## src/rtl/skp_pkg.sv

```systemverilog
package skp_pkg;
    // I/O port addresses of the four registers.
    localparam logic [7:0] SLOT_ADDR = 8'hA8;
    localparam logic [7:0] RETURN_ADDR = 8'hA9;
    localparam logic [7:0] DRIVE_ADDR = 8'hAA;
    localparam logic [7:0] MODE_ADDR = 8'hAB;
    // Reset values of the stored registers.
    localparam logic [7:0] SLOT_RESET = 8'h00;
    localparam logic [7:0] DRIVE_RESET = 8'h00;
    // Mode byte that clears both stored registers.
    localparam logic [7:0] MODE_CLEAR = 8'h82;
    // Field positions of the output register.
    localparam int ROW_LSB = 0;
    localparam int MOTOR_BIT = 4;
    localparam int WRITE_BIT = 5;
    localparam int LAMP_BIT = 6;
    localparam int SOUND_BIT = 7;
    // Field positions of a single-bit mode write.
    localparam int SB_VALUE_BIT = 0;
    localparam int SB_SEL_LSB = 1;
    localparam int SB_SEL_MSB = 3;
    localparam int SB_ZERO_LSB = 4;
    localparam int SB_ZERO_MSB = 7;
    // Value read back from an unmapped or write-only port.
    localparam logic [7:0] IDLE_READ = 8'hFF;
endpackage : skp_pkg

```

## src/rtl/skp_slot_keyboard_ppi_port.sv

```systemverilog
// Behaviour
// - slot register picks slot per 16 KB page.
// - output bits 0-3 drive rows, readable.
// - output bit 4 drives tape motor.
// - output bit 5 drives tape write.
// - output bit 6 drives capital lamp.
// - output bit 7 drives click sound.
// - mode write 82h clears slot and output.
// - mode write, upper nibble zero, changes one bit.
// - bits 1-3 select bit, bit 0 value.
// - return port reads key return inputs, read-only.
// - ports at A8, A9, AA, AB; AB write-only.
`timescale 1ns/100ps
module skp_slot_keyboard_ppi_port (
    input wire logic core_clk,
    input wire logic reset_n,
    input wire logic [7:0] ioAddr,
    input wire logic [7:0] ioWrData,
    input wire logic ioWrEn,
    input wire logic ioRdEn,
    input wire logic [7:0] keyReturn,
    output logic [7:0] ioRdData,
    output logic [1:0] pageSlot0,
    output logic [1:0] pageSlot1,
    output logic [1:0] pageSlot2,
    output logic [1:0] pageSlot3,
    output logic [3:0] rowSelect,
    output logic tapeMotorCtrl,
    output logic tapeWriteOut,
    output logic capitalLamp,
    output logic clickSoundOut
);
    logic [7:0] slotPort_r;
    logic [7:0] slotPort_nxt;
    logic [7:0] drivePort_r;
    logic [7:0] drivePort_nxt;
    logic [7:0] ioRdData_r;
    logic [7:0] ioRdData_nxt;
    wire [7:0] bitMask;

    // Address decode of the four ports.
    wire slotHit = ioAddr == skp_pkg::SLOT_ADDR;
    wire returnHit = ioAddr == skp_pkg::RETURN_ADDR;
    wire driveHit = ioAddr == skp_pkg::DRIVE_ADDR;
    wire modeHit = ioAddr == skp_pkg::MODE_ADDR;
    wire slotWr = ioWrEn && slotHit;
    wire driveWr = ioWrEn && driveHit;
    wire modeWr = ioWrEn && modeHit;

    // Mode byte classification; other mode bytes are ignored.
    wire modeClear = modeWr && ioWrData == skp_pkg::MODE_CLEAR;
    wire modeSingle = modeWr
        && ioWrData[skp_pkg::SB_ZERO_MSB:skp_pkg::SB_ZERO_LSB]
        == 4'h0;
    wire [2:0] singleSel = ioWrData[skp_pkg::SB_SEL_MSB:skp_pkg::SB_SEL_LSB];
    wire singleVal = ioWrData[skp_pkg::SB_VALUE_BIT];

    // One-hot mask of the addressed output bit, one entry per bit.
    genvar gi;
    generate
        for (gi = 0; gi < 8; gi++) begin : g_mask
            assign bitMask[gi] = singleSel == 3'(gi);
        end
    endgenerate

    // Next value of the slot register; single-bit writes leave it alone.
    assign slotPort_nxt = modeClear ? skp_pkg::SLOT_RESET
        : slotWr ? ioWrData : slotPort_r;

    // Next value of the output register; a single-bit write changes only the masked bit.
    assign drivePort_nxt = modeClear ? skp_pkg::DRIVE_RESET
        : driveWr ? ioWrData
        : modeSingle ? ((drivePort_r & ~bitMask)
            | ({8{singleVal}} & bitMask))
        : drivePort_r;

    // Read mux. Mode port is write-only and reads as idle bus level,
    // so software polling it sees no stale register contents.
    assign ioRdData_nxt = !ioRdEn ? ioRdData_r
        : slotHit ? slotPort_r
        : returnHit ? keyReturn
        : driveHit ? drivePort_r
        : skp_pkg::IDLE_READ;

    // Register storage.
    always_ff @(posedge core_clk or negedge reset_n) begin
        if (!reset_n) begin
            slotPort_r <= skp_pkg::SLOT_RESET;
            drivePort_r <= skp_pkg::DRIVE_RESET;
            ioRdData_r <= skp_pkg::IDLE_READ;
        end else begin
            slotPort_r <= slotPort_nxt;
            drivePort_r <= drivePort_nxt;
            ioRdData_r <= ioRdData_nxt;
        end
    end

    // Outputs come straight from the stored registers.
    assign ioRdData = ioRdData_r;
    assign pageSlot0 = slotPort_r[1:0];
    assign pageSlot1 = slotPort_r[3:2];
    assign pageSlot2 = slotPort_r[5:4];
    assign pageSlot3 = slotPort_r[7:6];
    assign rowSelect =
        drivePort_r[skp_pkg::ROW_LSB+3:skp_pkg::ROW_LSB];
    assign tapeMotorCtrl = drivePort_r[skp_pkg::MOTOR_BIT];
    assign tapeWriteOut = drivePort_r[skp_pkg::WRITE_BIT];
    assign capitalLamp = drivePort_r[skp_pkg::LAMP_BIT];
    assign clickSoundOut = drivePort_r[skp_pkg::SOUND_BIT];

    // Output pins gathered back into bytes for the checks below.
    wire [7:0] slotPins = {pageSlot3, pageSlot2, pageSlot1, pageSlot0};
    wire [7:0] drivePins = {clickSoundOut, capitalLamp, tapeWriteOut,
        tapeMotorCtrl, rowSelect};

    // Checks next to the logic they guard.
    property p_slot_write;
        @(posedge core_clk) disable iff (!reset_n)
        ioWrEn && ioAddr == 8'hA8 |=> {pageSlot3, pageSlot2, pageSlot1,
            pageSlot0} == $past(ioWrData);
    endproperty
    a_slot_write: assert property (p_slot_write)
        else $error("Slot register did not take the write.");

    property p_drive_write;
        @(posedge core_clk) disable iff (!reset_n)
        ioWrEn && ioAddr == 8'hAA |=> {clickSoundOut, capitalLamp,
            tapeWriteOut, tapeMotorCtrl, rowSelect} == $past(ioWrData);
    endproperty
    a_drive_write: assert property (p_drive_write)
        else $error("Output register pins do not follow the write.");

    property p_drive_read;
        @(posedge core_clk) disable iff (!reset_n)
        ioRdEn && ioAddr == 8'hAA |=> ioRdData == $past(drivePins);
    endproperty
    a_drive_read: assert property (p_drive_read)
        else $error("Output register read back wrong.");

    property p_motor_set;
        @(posedge core_clk) disable iff (!reset_n)
        ioWrEn && ioAddr == 8'hAB && ioWrData == 8'h09 |=> tapeMotorCtrl;
    endproperty
    a_motor_set: assert property (p_motor_set)
        else $error("Motor bit not set by single-bit write.");

    property p_write_reset;
        @(posedge core_clk) disable iff (!reset_n)
        ioWrEn && ioAddr == 8'hAB && ioWrData == 8'h0A |=> !tapeWriteOut;
    endproperty
    a_write_reset: assert property (p_write_reset)
        else $error("Tape write bit not reset by single-bit write.");

    property p_lamp_set;
        @(posedge core_clk) disable iff (!reset_n)
        ioWrEn && ioAddr == 8'hAB && ioWrData == 8'h0D |=> capitalLamp;
    endproperty
    a_lamp_set: assert property (p_lamp_set)
        else $error("Lamp bit not set by single-bit write.");

    property p_sound_set;
        @(posedge core_clk) disable iff (!reset_n)
        ioWrEn && ioAddr == 8'hAB && ioWrData == 8'h0F |=> clickSoundOut;
    endproperty
    a_sound_set: assert property (p_sound_set)
        else $error("Sound bit not set by single-bit write.");

    property p_clear;
        @(posedge core_clk) disable iff (!reset_n)
        ioWrEn && ioAddr == 8'hAB && ioWrData == 8'h82 |=>
            {pageSlot3, pageSlot2, pageSlot1, pageSlot0} == 8'h00
            && {clickSoundOut, capitalLamp, tapeWriteOut, tapeMotorCtrl,
            rowSelect} == 8'h00;
    endproperty
    a_clear: assert property (p_clear)
        else $error("Clear mode byte did not clear both registers.");

    property p_single_keep;
        @(posedge core_clk) disable iff (!reset_n)
        ioWrEn && ioAddr == 8'hAB && ioWrData[7:4] == 4'h0 |=>
            $stable(slotPins) && ((drivePins ^ $past(drivePins))
            & ~(8'h01 << $past(ioWrData[3:1]))) == 8'h00;
    endproperty
    a_single_keep: assert property (p_single_keep)
        else $error("Single-bit write disturbed other bits.");

    property p_row_bit;
        @(posedge core_clk) disable iff (!reset_n)
        ioWrEn && ioAddr == 8'hAB && ioWrData[7:4] == 4'h0
            && ioWrData[3:1] < 3'h4 |=>
            rowSelect[$past(ioWrData[2:1])] == $past(ioWrData[0]);
    endproperty
    a_row_bit: assert property (p_row_bit)
        else $error("Addressed row bit has wrong value.");

    property p_return_read;
        @(posedge core_clk) disable iff (!reset_n)
        ioRdEn && ioAddr == 8'hA9 |=> ioRdData == $past(keyReturn);
    endproperty
    a_return_read: assert property (p_return_read)
        else $error("Key return read mismatch.");

    property p_mode_noread;
        @(posedge core_clk) disable iff (!reset_n)
        ioRdEn && ioAddr == 8'hAB |=> ioRdData == 8'hFF;
    endproperty
    a_mode_noread: assert property (p_mode_noread)
        else $error("Mode port returned data on read.");

    // Every bit position, not only the row bits, takes the written value.
    property p_single_any;
        @(posedge core_clk) disable iff (!reset_n)
        ioWrEn && ioAddr == 8'hAB && ioWrData[7:4] == 4'h0 |=>
            drivePins[$past(ioWrData[3:1])] == $past(ioWrData[0]);
    endproperty
    a_single_any: assert property (p_single_any)
        else $error("Addressed output bit has wrong value.");

    // The key return port has no storage, so a write must change nothing.
    property p_return_nowrite;
        @(posedge core_clk) disable iff (!reset_n)
        ioWrEn && ioAddr == 8'hA9 |=> $stable(slotPins)
            && $stable(drivePins);
    endproperty
    a_return_nowrite: assert property (p_return_nowrite)
        else $error("Write to key return port changed a register.");

    // Mode bytes that are neither a clear nor a single-bit write do nothing.
    property p_mode_ignored;
        @(posedge core_clk) disable iff (!reset_n)
        ioWrEn && ioAddr == 8'hAB && ioWrData != 8'h82
            && ioWrData[7:4] != 4'h0 |=> $stable(slotPins)
            && $stable(drivePins);
    endproperty
    a_mode_ignored: assert property (p_mode_ignored)
        else $error("Unrecognised mode byte changed a register.");

    // Read data stands between reads so a slow host can still pick it up.
    property p_read_hold;
        @(posedge core_clk) disable iff (!reset_n)
        !ioRdEn |=> $stable(ioRdData);
    endproperty
    a_read_hold: assert property (p_read_hold)
        else $error("Read data changed without a read strobe.");
endmodule : skp_slot_keyboard_ppi_port

```

## config.mk

```make
export PLATFORM = sky130hd
export DESIGN_NAME = skp_slot_keyboard_ppi_port
export DESIGN_NICKNAME = d
export VERILOG_FILES = /design/src/rtl/skp_pkg.sv /design/src/rtl/skp_slot_keyboard_ppi_port.sv
export SDC_FILE = /design/constraint.sdc
export NUM_CORES = 1
export LEC_CHECK = 0
export BUFFER_PORTS_ARGS = -buffer_cell sky130_fd_sc_hd__buf_2
export CAP_MARGIN = 20
export CORE_ASPECT_RATIO = 1.2
export CORE_MARGIN = 2
export CORE_UTILIZATION = 50
export DETAILED_ROUTE_END_ITERATION = 10
export GPL_TIMING_DRIVEN = 0
export PLACE_DENSITY = 0.81
export REMOVE_ABC_BUFFERS = 1
export SLEW_MARGIN = 20
export SYNTH_ARGS = -nofsm -noshare
export SYNTH_HDL_FRONTEND = slang
export SYNTH_SLANG_ARGS = --single-unit
export TNS_END_PERCENT = 20
```

## constraint.sdc

```tcl
create_clock -name core_clk -period 1.3 [get_ports core_clk]
set_clock_uncertainty 0.1 [all_clocks]
set_input_delay 0.065 -clock core_clk [delete_from_list [all_inputs] [get_ports core_clk]]
set_output_delay 0.065 -clock core_clk [all_outputs]
set_load 0.05 [all_outputs]
```

; Word level (Yosys, flattened, before mapping)
; Cells that the tools add are included.
[classes]
muxes = 8
reduce_logical = 9
n_eq_ne = 12
bitwise = 4
[ops]
columns = operator, count
row1 = 8-bit two-way mux, 8
row2 = "8-bit equality test, second input constant", 5
row3 = 8-bit bitwise AND, 2
row4 = "3-bit equality test, second input constant", 4
row5 = 8-bit NOT, 1
row6 = 8-bit bitwise OR, 1
row7 = "3-bit by 2-bit equality test with 1-bit output, second input constant", 2
row8 = 1-bit logical AND, 5
row9 = 4-bit logical NOT, 1
row10 = "3-bit by 1-bit equality test with 1-bit output, second input constant", 1
row11 = 3-bit logical NOT, 1
row12 = 3-bit nonzero test, 1
row13 = 2-bit nonzero test, 1
[word_totals]
inputBits = 28
out_inout_bits = 24
ff_bits = 24

; Longest topological paths before layout
; Gate-level depths: netlist of the first run.
[logic_depth]
ltp_word = 7
ltp_mapped = 6

; Least setup slack after synthesis of the first run
; No wires, ideal clock.
[synth_timing]
path_type = register -> register
start = register drivePort_r[6], in the netlist drivePins[6]
end = register ioRdData_r[6], in the netlist ioRdData[6]
t_arrival_ns = 1.218
n_path_buf = 0
setup_slack_ns = -0.111
stages_incl_launch_ff = 5
period_less_slack_ns = 1.411
path_cell_list = dfrtp_1 -> mux2_2 -> o22a_1 -> nor2_1 -> a21oi_1
[synth_between]
elab_chain_cells = 3
[synth_lines]
columns = item, line_no
row1 = "start, declared", skp_slot_keyboard_ppi_port.sv:35  ; logic [7:0] drivePort_r;
row2 = "start signal, assigned", skp_slot_keyboard_ppi_port.sv:89  ; drivePort_r <= skp_pkg::DRIVE_RESET;
row3 = "start signal, assigned", skp_slot_keyboard_ppi_port.sv:93  ; drivePort_r <= drivePort_nxt;
row4 = 8-bit two-way mux, skp_slot_keyboard_ppi_port.sv:82  ; : driveHit ? drivePort_r
row5 = 8-bit two-way mux, skp_slot_keyboard_ppi_port.sv:81  ; : returnHit ? keyReturn
row6 = 8-bit two-way mux, skp_slot_keyboard_ppi_port.sv:80  ; : slotHit ? slotPort_r
row7 = "end signal, assigned", skp_slot_keyboard_ppi_port.sv:90  ; ioRdData_r <= skp_pkg::IDLE_READ;
row8 = "end signal, assigned", skp_slot_keyboard_ppi_port.sv:94  ; ioRdData_r <= ioRdData_nxt;
row9 = "end, declared", skp_slot_keyboard_ppi_port.sv:37  ; logic [7:0] ioRdData_r;
; Every way passes these cells.
; A chain may end at the register's enable or synchronous reset.

; Worst setup path in the final report of the first run
; Same ends and word-level chain as after synthesis.

==> metrics.csv, run 1 <==
metric,value,unit
port bufs,51,
Yosys top cell by area,dfrtp_1,
Die H,64.73,um
crit-path cells,mux2_2 -> o22a_1 -> nor2_1 -> a21oi_1,
Ys Warns,0,
post-synthesis area per instance,9.849,um2
# rows,22,
post-synth top area share,0.2606,
"commonest non-fill, non-tap cell in the layout",buf_2,
layout cell share with drive strength beyond 1,0.4098,
vias in the first global route,1368,
Placed Cells incl. Taps,229,
Setup CP Type,reg -> reg,
status,finished clean,
buffer depth of the longest clock path,2,
Slew headroom,0.6348,
Critical Path Source Type,flop,
post-synthesis cell count,156,
global-route wire length before repair,6.216,mm
Filler Cell Count,245,
WP data required,1.44,ns
vias,1402,
CP max stage delay,0.43,ns
diode count,0,
VDD IR max,675.1,uV
Non-Filler Instances,241,
R2R depth,4,
"top cells by area, synth","dfrtp_1, dfstp_2, mux2i_1, mux2_2, nor2_1",
Pwr Density,810.6,nW/um2
Root Driver,clkbuf_4,
NumNets Final,234,
WHS Path Cells,3,
hold_sp,ioWrData[0],
Worst Setup SP,drivePins[6]$_DFFE_PN0P_,
final hold vios,0,
Synth Cell Area,1536,um2
largest fanout on the critical path,4,
Critical Path AT,1.41,ns
Clock Latency Late Sink,0.31,ns
Final Power,1.536,mW
Pins Over Slew Limit,0,
DRT antenna net count,0,
RePlAce Congestion,0.8318,
Final setup viols,0,
core region area,3000,um2
I/O pins,52,
Seq cells post-synth,24,
largest net degree at the start of global routing,25,
Avg Vias per Cell,5.817,
initial core utilization,0.5121,
Cell variety after synth,38,
final WL,3.712,mm
total track usage,0.2352,
Max-Cap Viols,0,
Min-Delay Path Class,in -> reg,
stages on the worst setup path,4,
# H-tree levels,1,
RSZ-0062 raised after global routing,true,
Detail Placement HPWL,2.726,mm
Die X,54.61,um
total grt overflow,0,
initial antenna violation count,0,
drt drc,0,
most frequent cells in the layout,"buf_2, nor2_1, dfrtp_1, mux2i_1, clkbuf_4",
Setup WS pre-CTS,-0.4029,ns
slowest CP cell,dfrtp_1,
initial drt markers,26,
min cycle time layout,1.268,ns
CP top delay family,flip-flops,
launching point of the worst reg2reg path,drivePins[6]$_DFFE_PN0P_,
TritonCTS clock tree,done,
Worst-path clk slew,0.13,ns
DR pass1 iterations,4,
buffer and inverter count on the worst path,0,
Die Area,3534,um2
Num Clock Sinks,24,
Final WS setup,0.03209,ns
cts bufs inserted,3,
drt wl/cell,15.40,um
Final period util,0.9753,
"Seq/Total Area, Yosys",0.3974,
f_max,0.7887,GHz
Area Overhead vs Synth,23.29,%
Worst-Margin Slew,0.5478,ns
static leakage,0.9755,nW
Worst setup EP type,flop,
-- cells in the mapped netlist --
library cell and instances:
clkbuf_1 2, nor3b_1 4, nand3_2 1, and4bb_2 1, nor3_1 1, o21a_1 4
a211oi_1 1, or3_1 1, buf_2 6, and3_1 1, mux2_2 10, o221ai_1 4
and4b_1 1, buf_4 5, dfstp_2 8, a21oi_1 9, nand3b_1 3, o211ai_2 1
o21ai_0 2, a211o_1 1, inv_1 6, nand4b_1 1, nand2b_1 1, nand4_1 2
nor2b_1 1, nor2_2 1, o2111a_1 1, mux2i_1 13, clkbuf_2 1, nor4b_2 2
o22ai_1 3, o22a_1 8, nor2_1 24, nand3b_4 1, dfrtp_1 16, nand2_1 6
o41ai_2 1, nand3_1 2
-- metal layers --
layer	up-vias	GRT usage	wire length (um)
met4	0	0.05938	20
met1	686	0.2956	1514
li1	669	-	-
met3	2	0.01382	171
met5	-	0	0
met2	45	0.4211	2006
-- repair_timing --
item	4_1_cts	5_1_grt
pin swaps	1	0
hold buffers	6	0
hold endpoints to repair	39	0
resized for setup	1	9
setup endpoints to repair	10	12
buffers inserted	2	0
-- state kept, by name, indices dropped and copies added, names as in the netlist --
register   count
drivePins      8
ioRdData       8
slotPins       8
-- cell type report --
cell class / instances / area [um2] / share of cell area
Multi-Input combinational cell: 112 / 829.5 / 0.4379
Sequential cell: 24 / 610.6 / 0.3223
Clock buffer: 4 / 36.28 / 0.01915
Inverter: 6 / 22.52 / 0.01189
Tap cell: 36 / 45.04 / 0.02378
Timing Repair Buffer: 59 / 350.3 / 0.1849
-- kinds of logic (layout without fill, tap and decap cells) --
family / count (synthesis) / after routing / synth area share
and+or+nand+nor: 54 / 54 / 0.2052
buffers and inverters: 20 / 69 / 0.06678
muxes: 23 / 23 / 0.1580
DFF: 24 / 24 / 0.3974
AOI/OAI and AO/OA: 35 / 35 / 0.1726
-- worst paths after layout --
kind | to | slack (ns)
max | ioRdData[6]$_DFFE_PN1P_ | 0.03
min | slotPins[0]$_DFFE_PN0P_ | 0.02
max reg2reg | ioRdData[6]$_DFFE_PN1P_ | 0.03
min reg2reg | ioRdData[4]$_DFFE_PN1P_ | 0.40
max in group asynchronous | ioRdData[6]$_DFFE_PN1P_ | 0.58
min in group asynchronous | slotPins[1]$_DFFE_PN0P_ | 0.15
-- report_power, final --
group | leakage (nW) | total, mW | switching, mW | internal (mW)
registers | 0.286 | 0.793 | 0.0208 | 0.772
logic | 0.668 | 0.348 | 0.215 | 0.133
clock network | 0.0210 | 0.394 | 0.223 | 0.171
-- tightest hold or removal path: stages --
cell and delay, ns:
buf_2 0.16, inv_1 0.09, o22ai_1 0.09
-- per-stage QoR --
step,util,cell area (um2),hold slack (ns),TNS [ns]
after floorplan,-,1456,-0.3306,-1.378
after global placement,0.5855,1757,-0.03768,-4.481
after global routing,0.6314,1894,0.03235,-0.06265
after detailed placement,0.5855,1757,-0.02513,-5.203
after CTS,0.6243,1873,0.005247,0
final,0.6314,1894,0.02157,0
Power figures use the tool's default switching activity.
==> run 2, diff against run 1 <==
--- a/config.mk
+++ b/config.mk
@@ -9,10 +9,10 @@
 export CAP_MARGIN = 20
 export CORE_ASPECT_RATIO = 1.2
 export CORE_MARGIN = 2
-export CORE_UTILIZATION = 50
+export CORE_UTILIZATION = 35
 export DETAILED_ROUTE_END_ITERATION = 10
 export GPL_TIMING_DRIVEN = 0
-export PLACE_DENSITY = 0.81
+export PLACE_DENSITY = 0.61
 export REMOVE_ABC_BUFFERS = 1
 export SLEW_MARGIN = 20
 export SYNTH_ARGS = -nofsm -noshare
==> metrics.csv, run 2 (synthesis results as in run 1) <==
metric,value,unit
VDD IR max,464.6,uV
DR pass1 iterations,4,
Pwr Density,831.9,nW/um2
Die Area,4938,um2
f_max,0.8126,GHz
global-route wire length before repair,6.548,mm
Detail Placement HPWL,2.816,mm
Max-Cap Viols,0,
drt drc,0,
final hold vios,0,
initial antenna violation count,0,
met2 WL,1.950,mm
vias in the first global route,1369,
WP data required,1.39,ns
static leakage,0.9512,nW
Clock Latency Late Sink,0.26,ns
"commonest non-fill, non-tap cell in the layout",buf_2,
crit-path cells,mux2_2 -> o22a_1 -> nor2_1 -> a21oi_1,
cts bufs inserted,3,
buffer depth of the longest clock path,2,
"Cell Area, Placed",1782,um2
Critical Path AT,1.32,ns
NumNets Final,231,
drt wl/cell,14.83,um
DRT antenna net count,0,
Final period util,0.9467,
Final WS setup,0.06931,ns
I/O pins,52,
DR WL met3,149,um
Met1 Wirelength,1.712,mm
final WL,3.812,mm
CP top delay family,flip-flops,
min cycle time layout,1.231,ns
Critical Path Source Type,flop,
Top Metal Used,met3,
core region area,4229,um2
most frequent cells in the layout,"buf_2, nor2_1, dfrtp_1, mux2i_1, mux2_2",
total grt overflow,0,
Avg Vias per Cell,5.171,
Worst-path clk slew,0.09,ns
Final setup viols,0,
vias,1329,
Worst setup EP type,flop,
Die X,64.49,um
Setup WS pre-CTS,-0.4259,ns
Num Clock Sinks,24,
Die H,76.58,um
port bufs,51,
CP max stage delay,0.42,ns
Area Overhead vs Synth,22.64,%
initial core utilization,0.3633,
# H-tree levels,1,
# rows,26,
RePlAce Congestion,0.7704,
buffer and inverter count on the worst path,0,
Min-Delay Path Class,in -> reg,
total track usage,0.1636,
Slew headroom,0.6258,
largest fanout on the critical path,4,
TritonCTS clock tree,done,
RSZ-0062 raised after global routing,false,
diode count,0,
status,finished clean,
largest net degree at the start of global routing,25,
R2R setup slack,0.07,ns
Pins Over Slew Limit,0,
slowest CP cell,dfrtp_1,
Root Driver,clkbuf_8,
layout cell share with drive strength beyond 1,0.4179,
post-route cell area,1884,um2
Setup CP Type,reg -> reg,
Worst-Margin Slew,0.5614,ns
initial drt markers,47,
[run 2: changes by cell type in the layout (fill, tap and decap cells not counted)]
cell,previous run,this run
clkbuf_4,11,0
buf_2,43,51
dlygate4sd3_1,6,2
clkbuf_8,1,3
buf_12,0,1
[run 2: timing repair]
item	4_1_cts	5_1_grt
hold buffers	2	0
endpoints found under the setup margin	12	15
pin swaps	1	1
resized for setup	1	1
setup buffers	2	1
cloned	0	0
hold endpoints to repair	17	0
[run 2: path summary, 6_finish.rpt]
| kind | startpoint | end | depth (start not counted) |
|---|---|---|---|
| min in group asynchronous | reset_n | slotPins[5]$_DFFE_PN0P_ | 2 |
| worst min register to register | ioRdData[2]$_DFFE_PN1P_ | ioRdData[2]$_DFFE_PN1P_ | 2 |
| max in group asynchronous | reset_n | ioRdData[3]$_DFFE_PN1P_ | 2 |
| worst min-delay path | ioWrData[4] | drivePins[4]$_DFFE_PN0P_ | 2 |
| worst max register to register | drivePins[6]$_DFFE_PN0P_ | ioRdData[6]$_DFFE_PN1P_ | 4 |
| worst max-delay path | drivePins[6]$_DFFE_PN0P_ | ioRdData[6]$_DFFE_PN1P_ | 4 |
[run 2: cell type report]
cell class / instances / area (um2)
Sequential cell: 24 / 610.6
Multi-Input combinational cell: 112 / 829.5
Timing Repair Buffer: 56 / 310.3
Clock buffer: 3 / 41.29
Inverter: 6 / 22.52
Tap cell: 56 / 70.07
Fill cell: 457 / 2345
[run 2: metal layers]
layer,GRT usage,vias up
li1,-,659
met1,0.2198,640
met2,0.2729,30
met3,0.02659,0
met4,0.04043,0
met5,0,-
[run 2: power breakdown]
part / total [mW] / leakage (nW) / internal (mW) / switching [mW]
registers: 0.791 / 0.286 / 0.772 / 0.0196
clock network: 0.439 / 0.0216 / 0.207 / 0.232
logic: 0.338 / 0.643 / 0.124 / 0.213
[run 2: worst reg2reg max path, stage by stage, from the launching register on]
cell	delay [ns]
dfrtp_1	0.42
mux2_2	0.27
o22a_1	0.19
nor2_1	0.10
a21oi_1	0.08
[run 2: per-stage QoR]
| stage | util | cells | power, mW | setup TNS, ns | hold slack [ns] |
|---|---|---|---|---|---|
| floorplan | - | 142 | 0.9948 | -1.378 | -0.3306 |
| global placement | 0.4213 | 249 | 1.137 | -5.809 | -0.01420 |
| detailed placement | 0.4213 | 249 | 1.139 | -5.747 | -0.01158 |
| CTS | 0.4405 | 256 | 1.591 | 0 | 0.005988 |
| global route | 0.4456 | 257 | 1.642 | 0 | 0.02762 |
| finish | 0.4456 | 257 | 1.568 | 0 | 0.01484 |
==> run 3, diff against run 2 <==
--- a/config.mk
+++ b/config.mk
@@ -12,6 +12,7 @@
 export CORE_UTILIZATION = 35
 export DETAILED_ROUTE_END_ITERATION = 10
 export GPL_TIMING_DRIVEN = 0
+export HOLD_SLACK_MARGIN = 0.1
 export PLACE_DENSITY = 0.61
 export REMOVE_ABC_BUFFERS = 1
 export SLEW_MARGIN = 20
==> metrics.csv, run 3 (synthesis results as in run 1) <==
metric,value,unit
status,finished clean,
total grt overflow,0,
Final WS setup,0.06983,ns
Setup CP Type,reg -> reg,
I/O pins,52,
Slew headroom,0.6262,
Final Power,1.587,mW
total track usage,0.1685,
initial drt markers,32,
min cycle time layout,1.230,ns
Max-Cap Viols,0,
crit-path cells,mux2_2 -> o22a_1 -> nor2_1 -> a21oi_1,
# rows,26,
cts bufs inserted,3,
Die X,64.49,um
Detail Placement HPWL,2.816,mm
Final setup viols,0,
diode count,0,
final WL,3.921,mm
CP top delay family,flip-flops,
initial antenna violation count,0,
DR pass1 iterations,4,
Critical Path Source Type,flop,
Area Overhead vs Synth,27.20,%
drt wl/cell,14.85,um
largest fanout on the critical path,4,
drt drc,0,
VDD IR max,442.7,uV
"commonest non-fill, non-tap cell in the layout",buf_2,
# H-tree levels,1,
Num Clock Sinks,24,
core region area,4229,um2
CP max stage delay,0.42,ns
TritonCTS clock tree,done,
buffer depth of the longest clock path,2,
WP data required,1.39,ns
Worst-path clk slew,0.09,ns
global-route wire length before repair,6.699,mm
Clock Latency Late Sink,0.26,ns
Die Area,4938,um2
vias in the first global route,1368,
Min-Delay Path Class,in -> reg,
Pwr Density,812.2,nW/um2
final hold vios,0,
Final Util,0.4621,
Worst setup EP type,flop,
Setup WS pre-CTS,-0.4259,ns
buffer and inverter count on the worst path,0,
RSZ-0062 raised after global routing,false,
layout cell share with drive strength beyond 1,0.4038,
largest net degree at the start of global routing,25,
Final TNS setup,0,ns
DRT antenna net count,0,
Avg Vias per Cell,5.072,
Pins Over Slew Limit,0,
slowest CP cell,dfrtp_1,
port bufs,51,
most frequent cells in the layout,"buf_2, nor2_1, dfrtp_1, mux2i_1, mux2_2",
Critical Path AT,1.32,ns
NumNets Final,238,
Final period util,0.9463,
vias,1339,
Die H,76.58,um
static leakage,0.9804,nW
Worst-Margin Slew,0.5607,ns
Root Driver,clkbuf_8,
f_max,0.8129,GHz
initial core utilization,0.3633,
RePlAce Congestion,0.7704,
run 3: final timing paths:
| check | start | endpoint | slack (ns) | cells after the start |
|---|---|---|---|---|
| max | drivePins[6]$_DFFE_PN0P_ | ioRdData[6]$_DFFE_PN1P_ | 0.07 | 4 |
| min | ioWrData[1] | slotPins[1]$_DFFE_PN0P_ | 0.1 | 3 |
| max reg2reg | drivePins[6]$_DFFE_PN0P_ | ioRdData[6]$_DFFE_PN1P_ | 0.07 | 4 |
| min reg2reg | ioRdData[2]$_DFFE_PN1P_ | ioRdData[2]$_DFFE_PN1P_ | 0.39 | 2 |
| max in group asynchronous | reset_n | ioRdData[3]$_DFFE_PN1P_ | 0.50 | 2 |
| min in group asynchronous | reset_n | slotPins[5]$_DFFE_PN0P_ | 0.23 | 2 |
run 3: timing repair:
action,CTS,global route
buffers inserted,2,1
pin swaps,1,1
endpoints found under the hold margin,43,0
gates resized for setup,1,1
endpoints found under the setup margin,12,15
hold buffers,9,0
run 3: final cells by class:
type	instances	area, um2
flip-flops and latches	24	610.6
multi-input cells	112	829.5
fillers	452	2275
inverters	6	22.52
clock buffers	3	41.29
repair buffers	63	380.4
well taps	56	70.07
run 3: where the power goes:
group / total, mW / internal (mW) / switching [mW]
registers: 0.791 / 0.772 / 0.0198
clock network: 0.441 / 0.207 / 0.234
logic: 0.355 / 0.138 / 0.217
total: 1.59 / 1.12 / 0.470
run 3: worst register-to-register path, cell delays in order (launching register included):
cell and delay (ns):
dfrtp_1 0.42, mux2_2 0.27, o22a_1 0.19, nor2_1 0.10, a21oi_1 0.08
run 3: layer usage:
layer / share of wire / global-route usage / routed length (um)
met1: 0.45 / 0.2264 / 1761
met2: 0.51 / 0.2844 / 1994
met3: 0.042 / 0.02659 / 166
met4: 0 / 0.03617 / 0
met5: 0 / 0 / 0
run 3: through the flow:
stage	instances	instance area [um2]	hold slack, ns
5_1_grt	264	1954	0.1235
2_1_floorplan	142	1456	-0.3306
3_5_place_dp	249	1782	-0.01158
4_1_cts	263	1933	0.1019
3_3_place_gp	249	1782	-0.01420
6_report	264	1954	0.09950
